<file path="config.mk">
export PLATFORM = sky130hd
export DESIGN_NAME = rcp_pin_logic
export DESIGN_NICKNAME = d
export VERILOG_FILES = /design/src/common/rcp_pkg.sv /design/src/hdl/rcp_sync.sv /design/src/hdl/rcp_pin_logic.sv
export VERILOG_INCLUDE_DIRS = /design/src /design/src/common
export SDC_FILE = /design/constraint.sdc
export NUM_CORES = 1
export LEC_CHECK = 0
export ABC_AREA = 1
export BUFFER_PORTS_ARGS = -buffer_cell sky130_fd_sc_hd__buf_4
export CAP_MARGIN = 20
export CELL_PAD_IN_SITES_DETAIL_PLACEMENT = 1
export CELL_PAD_IN_SITES_GLOBAL_PLACEMENT = 2
export CORE_AREA = 10 10 176 178
export DETAILED_ROUTE_END_ITERATION = 16
export DIE_AREA = 0 0 186 188
export GPL_ROUTABILITY_DRIVEN = 0
export GPL_TIMING_DRIVEN = 0
export PLACE_DENSITY_LB_ADDON = 0.1
export SETUP_SLACK_MARGIN = 0.3
export SYNTH_ARGS = -nofsm -noshare
export SYNTH_HDL_FRONTEND = slang
export SYNTH_SLANG_ARGS = --single-unit
</file>
<file path="constraint.sdc">
create_clock -name sys_clk -period 5.1 [get_ports sys_clk]
set_input_delay 0.765 -clock sys_clk [delete_from_list [all_inputs] [get_ports sys_clk]]
set_output_delay 0.765 -clock sys_clk [all_outputs]
set_load 0.02 [all_outputs]
</file>
<file path="src/common/rcp_defines.svh">
// Timing counts and field positions for the remote-control pin logic.
// Assumes a 250 MHz sys_clk; all counts are derived from printed times.
// Operation
// - Each status line can serve as a button or contact input or as an output to circuitry.
// - Status lines zero to three are outputs while the low group direction pin is low, else inputs.
// - Status lines four to seven are outputs while the high group direction pin is low, else inputs.
// - A low power-down pin puts the block in a dead low-power state; the outside holds it high.
// - With latch select high each activation toggles an output; low, an output follows valid reception.
// - A low reset pin resets the block; the outside keeps it high in normal use.
// - The receive amplifier enable is high whenever the block is receiving.
// - The transmit amplifier enable is high whenever the block is transmitting.
// - An acknowledgement is sent after a valid control message only when acknowledge enable is high.
// - A high pairing request starts pairing, after which the two units accept each other.
// - A special sequence on the pairing request restores the factory default configuration.
// - Acknowledge received goes high when an acknowledgement arrives after a sent control message.
// - The activity indicator flashes, with a flash length that encodes the current state.
// - Each acknowledgement holds acknowledge received for 100 ms and a further one restarts it.
// - A status input high on the initiating unit drives the same output high on the responder.
`ifndef RCP_DEFINES_SVH
`define RCP_DEFINES_SVH
`define RCP_CLK_MHZ 250
`define RCP_ACK_HOLD_MS 100
`define RCP_ACK_HOLD_CYCLES (`RCP_ACK_HOLD_MS * 1000 * `RCP_CLK_MHZ)
`define RCP_FLASH_SHORT_MS 50
`define RCP_FLASH_SHORT_CYCLES (`RCP_FLASH_SHORT_MS * 1000 * `RCP_CLK_MHZ)
`define RCP_FACTORY_PULSES 4
`define RCP_FACTORY_GAP_MS 1000
`define RCP_FACTORY_GAP_CYCLES (`RCP_FACTORY_GAP_MS * 1000 * `RCP_CLK_MHZ)
`define RCP_LINES 8
`define RCP_GROUP 4
`endif

</file>
<file path="src/common/rcp_pkg.sv">
// Types shared by the remote-control pin logic files.
// Assumes rcp_defines.svh for the numeric constants.
package rcp_pkg;
    typedef enum logic [2:0] {
        RCP_OFF = 3'b000,
        RCP_IDLE = 3'b001,
        RCP_RX = 3'b010,
        RCP_TX = 3'b011,
        RCP_ACK_TX = 3'b100,
        RCP_PAIR = 3'b101
    } rcp_state_type;
    typedef struct packed {
        logic [7:0] lines;
        logic valid;
        logic ack;
    } rcp_msg_type;
endpackage

</file>
<file path="src/hdl/rcp_sync.sv">
// Two-flop synchroniser bank for asynchronous pin inputs.
// Assumes inputs change with no relation to sys_clk.
`timescale 1ns/1ps
module rcp_sync #(
    parameter int WIDTH = 8
) (
    // Clock and reset
    input wire logic sys_clk,
    input wire logic sys_rst,
    // Data
    input wire logic [WIDTH-1:0] async_in,
    output logic [WIDTH-1:0] sync_out
);
    logic [WIDTH-1:0] stage;
    logic [WIDTH-1:0] next_stage;
    logic [WIDTH-1:0] next_sync_out;

    always_comb
    begin
        next_stage = async_in;
        next_sync_out = stage;
    end

    always_ff @(posedge sys_clk)
    begin
        if (sys_rst)
        begin
            stage <= '0;
            sync_out <= '0;
        end
        else
        begin
            stage <= next_stage;
            sync_out <= next_sync_out;
        end
    end
endmodule

</file>
<file path="src/hdl/rcp_pin_logic.sv">
// Pin-level control of the hopping remote-control transceiver.
// Assumes the radio core supplies decoded messages and accepts send requests on sys_clk.
`timescale 1ns/1ps
`include "rcp_defines.svh"
module rcp_pin_logic #(
    parameter int ACK_HOLD_CYCLES = `RCP_ACK_HOLD_CYCLES,
    parameter int FLASH_CYCLES = `RCP_FLASH_SHORT_CYCLES,
    parameter int FACTORY_GAP_CYCLES = `RCP_FACTORY_GAP_CYCLES
) (
    // Clock and reset
    input wire logic sys_clk,
    input wire logic sys_rst,
    // Pins from the outside
    input wire logic power_down_n,
    input wire logic reset_n,
    input wire logic low_group_direction,
    input wire logic high_group_direction,
    input wire logic latch_select,
    input wire logic ack_enable,
    input wire logic pair_request,
    // Status lines, three signals each
    input wire logic [7:0] status_line_in,
    output logic [7:0] status_line_out,
    output logic [7:0] status_line_oe,
    // Radio core side
    input wire logic radio_receiving,
    input wire logic radio_transmitting,
    input wire rcp_pkg::rcp_msg_type radio_rx,
    output rcp_pkg::rcp_msg_type radio_tx,
    output logic send_ack,
    output logic pair_start,
    output logic factory_reset,
    // Status pins
    output logic receive_amplifier_enable,
    output logic transmit_amplifier_enable,
    output logic ack_received,
    output logic activity_indicator
);
    localparam int NSYNC = 15;
    logic [NSYNC-1:0] raw;
    logic [NSYNC-1:0] syn;
    logic [7:0] lines_s;
    logic pd_n_s, rst_n_s, dir_lo_s, dir_hi_s, latch_s, acken_s, pair_s;
    logic [7:0] dir_out;
    logic halt;

    assign raw = {pair_request, ack_enable, latch_select, high_group_direction,
                  low_group_direction, reset_n, power_down_n, status_line_in};

    rcp_sync #(.WIDTH(NSYNC)) u_sync (
        .sys_clk(sys_clk),
        .sys_rst(sys_rst),
        .async_in(raw),
        .sync_out(syn)
    );

    assign lines_s = syn[7:0];
    assign pd_n_s = syn[8];
    assign rst_n_s = syn[9];
    assign dir_lo_s = syn[10];
    assign dir_hi_s = syn[11];
    assign latch_s = syn[12];
    assign acken_s = syn[13];
    assign pair_s = syn[14];
    // Reset only counts once synchronised; the idle value of the synchroniser is low, so
    // the block stays held until both pins have been seen high.
    assign halt = !pd_n_s || !rst_n_s;

    // A line drives only when its group is strapped as output.
    genvar g;
    generate
        for (g = 0; g < `RCP_LINES; g++)
        begin : g_dir
            if (g < `RCP_GROUP)
            begin : g_lo
                assign dir_out[g] = !dir_lo_s;
            end
            else
            begin : g_hi
                assign dir_out[g] = !dir_hi_s;
            end
        end
    endgenerate

    // Output line state.
    logic [7:0] out_q, next_out_q, oe_q, next_oe_q, drv_q, next_drv_q;
    logic [7:0] prev_cmd, next_prev_cmd;
    always_comb
    begin
        next_out_q = out_q;
        next_prev_cmd = prev_cmd;
        next_oe_q = dir_out;
        if (halt)
        begin
            next_out_q = '0;
            next_prev_cmd = '0;
        end
        else if (latch_s)
        begin
            if (radio_rx.valid && !radio_rx.ack)
            begin
                // Toggle on each fresh activation only, so a held button toggles once.
                next_out_q = out_q ^ (radio_rx.lines & ~prev_cmd);
                next_prev_cmd = radio_rx.lines;
            end
        end
        else if (radio_rx.valid && !radio_rx.ack)
        begin
            next_out_q = radio_rx.lines;
            next_prev_cmd = radio_rx.lines;
        end
        else if (!radio_receiving)
        begin
            next_out_q = '0;
            next_prev_cmd = '0;
        end
        // The pin value is registered on its own so the output comes straight from a flop.
        next_drv_q = next_out_q & next_oe_q;
    end
    always_ff @(posedge sys_clk)
    begin
        if (sys_rst)
        begin
            out_q <= '0;
            oe_q <= '0;
            drv_q <= '0;
            prev_cmd <= '0;
        end
        else
        begin
            out_q <= next_out_q;
            oe_q <= next_oe_q;
            drv_q <= next_drv_q;
            prev_cmd <= next_prev_cmd;
        end
    end
    assign status_line_out = drv_q;
    assign status_line_oe = oe_q;

    // Transmit request: input lines are sampled and handed to the core.
    rcp_pkg::rcp_msg_type tx_q, next_tx_q;
    logic ack_q, next_ack_q;
    always_comb
    begin
        next_tx_q.lines = lines_s & ~dir_out;
        next_tx_q.valid = !halt && |(lines_s & ~dir_out);
        next_tx_q.ack = 1'b0;
        next_ack_q = !halt && acken_s && radio_rx.valid && !radio_rx.ack;
    end
    always_ff @(posedge sys_clk)
    begin
        if (sys_rst)
        begin
            tx_q <= '0;
            ack_q <= 1'b0;
        end
        else
        begin
            tx_q <= next_tx_q;
            ack_q <= next_ack_q;
        end
    end
    assign radio_tx = tx_q;
    assign send_ack = ack_q;

    // Amplifier enables.
    logic lna_q, pa_q, next_lna_q, next_pa_q;
    always_comb
    begin
        next_lna_q = !halt && radio_receiving;
        next_pa_q = !halt && radio_transmitting;
    end
    always_ff @(posedge sys_clk)
    begin
        if (sys_rst)
        begin
            lna_q <= 1'b0;
            pa_q <= 1'b0;
        end
        else
        begin
            lna_q <= next_lna_q;
            pa_q <= next_pa_q;
        end
    end
    assign receive_amplifier_enable = lna_q;
    assign transmit_amplifier_enable = pa_q;

    // Acknowledge received hold timer.
    logic sent_q, next_sent_q;
    logic [31:0] ack_cnt, next_ack_cnt;
    logic ackr_q, next_ackr_q;
    always_comb
    begin
        next_sent_q = sent_q;
        next_ack_cnt = ack_cnt;
        if (halt)
        begin
            next_sent_q = 1'b0;
            next_ack_cnt = '0;
        end
        else
        begin
            if (tx_q.valid)
            begin
                next_sent_q = 1'b1;
            end
            if (sent_q && radio_rx.valid && radio_rx.ack)
            begin
                next_ack_cnt = 32'(ACK_HOLD_CYCLES);
            end
            else if (ack_cnt != '0)
            begin
                next_ack_cnt = ack_cnt - 32'h0000_0001;
            end
        end
        next_ackr_q = (next_ack_cnt != '0);
    end
    always_ff @(posedge sys_clk)
    begin
        if (sys_rst)
        begin
            sent_q <= 1'b0;
            ack_cnt <= '0;
            ackr_q <= 1'b0;
        end
        else
        begin
            sent_q <= next_sent_q;
            ack_cnt <= next_ack_cnt;
            ackr_q <= next_ackr_q;
        end
    end
    assign ack_received = ackr_q;

    // Pairing and factory-default detection by counting rising edges in a window.
    logic pair_d, next_pair_d;
    logic [31:0] gap_cnt, next_gap_cnt;
    logic [3:0] pulses, next_pulses;
    logic pstart_q, next_pstart_q, fact_q, next_fact_q;
    always_comb
    begin
        next_pair_d = pair_s;
        next_gap_cnt = gap_cnt;
        next_pulses = pulses;
        next_pstart_q = 1'b0;
        next_fact_q = 1'b0;
        if (halt)
        begin
            next_gap_cnt = '0;
            next_pulses = '0;
        end
        else if (pair_s && !pair_d)
        begin
            next_pstart_q = 1'b1;
            next_gap_cnt = 32'(FACTORY_GAP_CYCLES);
            if (pulses == 4'(`RCP_FACTORY_PULSES - 1))
            begin
                next_fact_q = 1'b1;
                next_pulses = '0;
            end
            else
            begin
                next_pulses = pulses + 4'h1;
            end
        end
        else if (gap_cnt != '0)
        begin
            next_gap_cnt = gap_cnt - 32'h0000_0001;
        end
        else
        begin
            next_pulses = '0;
        end
    end
    always_ff @(posedge sys_clk)
    begin
        if (sys_rst)
        begin
            pair_d <= 1'b0;
            gap_cnt <= '0;
            pulses <= '0;
            pstart_q <= 1'b0;
            fact_q <= 1'b0;
        end
        else
        begin
            pair_d <= next_pair_d;
            gap_cnt <= next_gap_cnt;
            pulses <= next_pulses;
            pstart_q <= next_pstart_q;
            fact_q <= next_fact_q;
        end
    end
    assign pair_start = pstart_q;
    assign factory_reset = fact_q;

    // Activity indicator: short flash per period in receive, long in transmit, steady in pair.
    logic [31:0] fl_cnt, next_fl_cnt;
    logic ind_q, next_ind_q;
    logic [31:0] on_len;
    always_comb
    begin
        on_len = radio_transmitting ? 32'(2 * FLASH_CYCLES) : 32'(FLASH_CYCLES);
        next_fl_cnt = (fl_cnt >= 32'(4 * FLASH_CYCLES - 1)) ? '0 : fl_cnt + 32'h0000_0001;
        if (halt)
        begin
            next_fl_cnt = '0;
            next_ind_q = 1'b0;
        end
        else if (pulses != '0)
        begin
            next_ind_q = 1'b1;
        end
        else if (radio_transmitting || radio_receiving)
        begin
            next_ind_q = (fl_cnt < on_len);
        end
        else
        begin
            next_ind_q = 1'b0;
        end
    end
    always_ff @(posedge sys_clk)
    begin
        if (sys_rst)
        begin
            fl_cnt <= '0;
            ind_q <= 1'b0;
        end
        else
        begin
            fl_cnt <= next_fl_cnt;
            ind_q <= next_ind_q;
        end
    end
    assign activity_indicator = ind_q;
endmodule

</file>
==> impl_metrics.json <==
{
  "antenna_found_initial": 0,
  "syn_inst": 1168,
  "port_buffers": 60,
  "dpl.hpwl_mm": 19.6,
  "critPathSlowestCell": "clkbuf_1",
  "synth-compound-area-share_pct": 8.04,
  "diodes": 0,
  "p_per_area_mw_per_mm2": 292,
  "ys_top_cells_by_area": "dfxtp_1 43%, nor2_1 12%, nand2_1 11%",
  "peakVddDrop_mv": 0.207,
  "required_ns": 5.40,
  "synth.area.mux_share_pct": 0,
  "wl_per_cell_um": 15.7,
  "crit_fanout": 10,
  "vias": 7513,
  "grt_pass1_vias": 7825,
  "viasPerCell": 4.66,
  "synth.top_cells.by_count": "255 x nor2_1, 231 x nand2_1, 174 x dfxtp_1, 132 x inv_1, 56 x nand3_1",
  "status": "finished clean",
  "hold_depth": 2,
  "io_pins": 62,
  "fin_crit_sh_pct": 50.4,
  "syn_area_sq_mm": 0.00816,
  "path_clk_slew_ns": 0.07,
  "arrival_ns": 2.87,
  "tightest_slew_ns": 0.722,
  "cts.sink_count": 174,
  "grt_overflow": 0,
  "worstSetupEndpointType": "flip-flop",
  "synthSimpleGateAreaFrac_pct": 35.9,
  "maxSlewHeadroom_pct": 51.6,
  "yosysTopAreaCell": "dfxtp_1",
  "synthXorXnorAreaFrac_pct": 2.79,
  "yosysWarningCount": 0,
  "start_kind": "input port",
  "antenna_left": 0,
  "cts_buffers": 17,
  "crit_path_frequent_cell": "nand2_1",
  "post-synth-top-count-cell": "nor2_1",
  "final-setup-viol-count": 0,
  "drive_gt1_share_pct": 11.5,
  "cts_buffer_depth": 2,
  "netlist-cell-type-count": 46,
  "fin_skew_ns": 0.0130,
  "r2r-start": "sent_q",
  "hold_path.startpoint": "u_sync.next_sync_out[14]",
  "hold_end": "u_sync.sync_out[14]",
  "hold_buffers": 0,
  "synth_ff_type": "dfxtp_1",
  "synth-seq-cells": 174,
  "r2r_cells": 10,
  "finalMaxSlewViolations": 0,
  "htreeDepth": 4,
  "period_needed_ns": 2.57,
  "totalWireLength_mm": 25.2,
  "fmax_mhz": 389,
  "grt_use_total_pct": 15.0,
  "critical_path_class": "in -> reg",
  "route.detailed.drc": 0,
  "hold_viol_final": 0,
  "drt-initial-drc-count": 305,
  "cts_setup_buffers": 0,
  "first_pass_iters": 4,
  "die-area_sq_mm": 0.0350,
  "ctsRootBufferMaster": "clkbuf_16",
  "cts_resized": 0,
  "worst-path-buf-inv": 3,
  "ys_seq_area_share_pct": 42.7,
  "yosys.area_share.adder_pct": 2.30,
  "timing.rr.end": "ack_received",
  "rsz0062_at_grt": "no",
  "syn_to_final_growth_pct": 18.2,
  "grt_max_degree": 18,
  "rows": 61,
  "critical-path-top-delay-family": "simple AND/OR/NAND/NOR gates",
  "fin_nets": 1297,
  "initial_utilization_pct": 29.7,
  "cts_tree": "built",
  "p_leak_nw": 4.56,
  "synth_edf_count": 0,
  "tns_ns": 0,
  "cp_cell_sequence": "buf_4, nand3_1, nand2_1, clkinv_1, clkbuf_1, nand3_1, nand2_1, nor2_1, nand2_1, nor2_1, a21oi_1",
  "synth_top_family_by_area": "simple AND/OR/NAND/NOR gates",
  "holdWs_ns": 0.394,
  "max_stage_delay_ns": 0.38,
  "drv_cap": 0,
  "syn_avg_cell_area_sq_um": 6.98,
  "core_sq_mm": 0.0275,
  "hold_class": "reg -> reg",
  "die_w_um": 186,
  "clk_latency_ns": 0.45,
  "die-height_um": 188,
  "path_depth": 11,
  "async_flop_share_pct": 0,
  "r2r_slack_ns": 2.60,
  "grt_pass1_wl_mm": 41.9,
  "netlist.area_leader.share_pct": 42.7
}
worst max path at each step:
stage                start            to  slack (ns)
2_1_floorplan  radio_rx[0]  ack_received        3.09
5_1_grt         ack_cnt[0]  ack_received        2.38
3_5_place_dp   radio_rx[0]  ack_received        2.05
3_3_place_gp   radio_rx[0]  ack_received        2.06
4_1_cts        radio_rx[0]  ack_received        2.53
6_report       radio_rx[0]  ack_received        2.53
flip-flops by register name (all words and copies together), names as in the netlist, 2 cells and up:
register / cells
prev_cmd: 8
u_sync.sync_out: 15
status_line_oe: 2
radio_tx: 9
fl_cnt: 32
gap_cnt: 32
out_q: 8
ack_cnt: 32
pulses: 4
u_sync.next_sync_out: 15
status_line_out: 8
cells in the final DEF, fill, tap and decap left out, types with 9 or more instances in the layout:
master and n:
a21oi_1 54, a31oi_1 12, buf_4 67, clkbuf_1 14
clkbuf_16 17, dfxtp_1 174, ha_1 15, inv_1 132
nand2_1 231, nand3_1 56, nand3b_1 9, nand4_1 15
nor2_1 255, nor2_2 12, nor3_1 46, nor4_1 11
o21ai_0 33, xnor2_1 9, xor2_1 17
per-stage QoR:
step | total power [W] | util, % | instances | area (sq um) | setup WS [ns]
global route | 0.00294 | 35.1 | 1612 | 9640 | 2.38
CTS | 0.00287 | 35.1 | 1612 | 9640 | 2.53
floorplan | 0.00147 | - | 1174 | 8180 | 3.09
finish | 0.00282 | 35.1 | 1612 | 9640 | 2.53
detailed placement | 0.00152 | 33.0 | 1580 | 9060 | 2.05
global placement | 0.00152 | 33.0 | 1580 | 9060 | 2.06
report_power, final:
part | switching [W] | internal, W | total, W
clock | 0.000629 | 0.000703 | 0.00133
combinational | 0.0000642 | 0.0000401 | 0.000104
sequential | 0.00000619 | 0.00137 | 0.00138
total | 0.000700 | 0.00212 | 0.00282
worst register-to-register path: cells and delay by family (launching register included):
kind | cells | cell delay [ns]
AO/OA/AOI/OAI | 1 | 0.11
buffers and inverters | 2 | 0.70
flip-flops | 1 | 0.34
AND/OR/NAND/NOR | 7 | 1.19
kinds of logic after synthesis:
kind of cell / after synthesis
adder cells (fa/ha/maj): 15
flip-flops: 174
buffers and inverters: 169
other: 1
XOR/XNOR: 26
AO/OA/AOI/OAI: 118
AND/OR/NAND/NOR: 665
layout make-up:
type                       count  area [sq um]
inverter                     140           526
fill                        3490         17800
buffer                        29           140
timing repair buffer          60           450
multi-input combinational    831          4030
clock inverter                14           141
tap                          346           433
sequential                   174          3480
clock buffer                  18           439
routing by layer:
metal	up-vias	share of wire (%)	GRT usage (%)
met5	-	0	0
met4	0	1.3	3.94
met3	20	2.4	2.92
met2	60	48	25.6
met1	3543	48	18.9
li1	3890	-	-
Note: power is estimated with default switching activity, not from simulation.
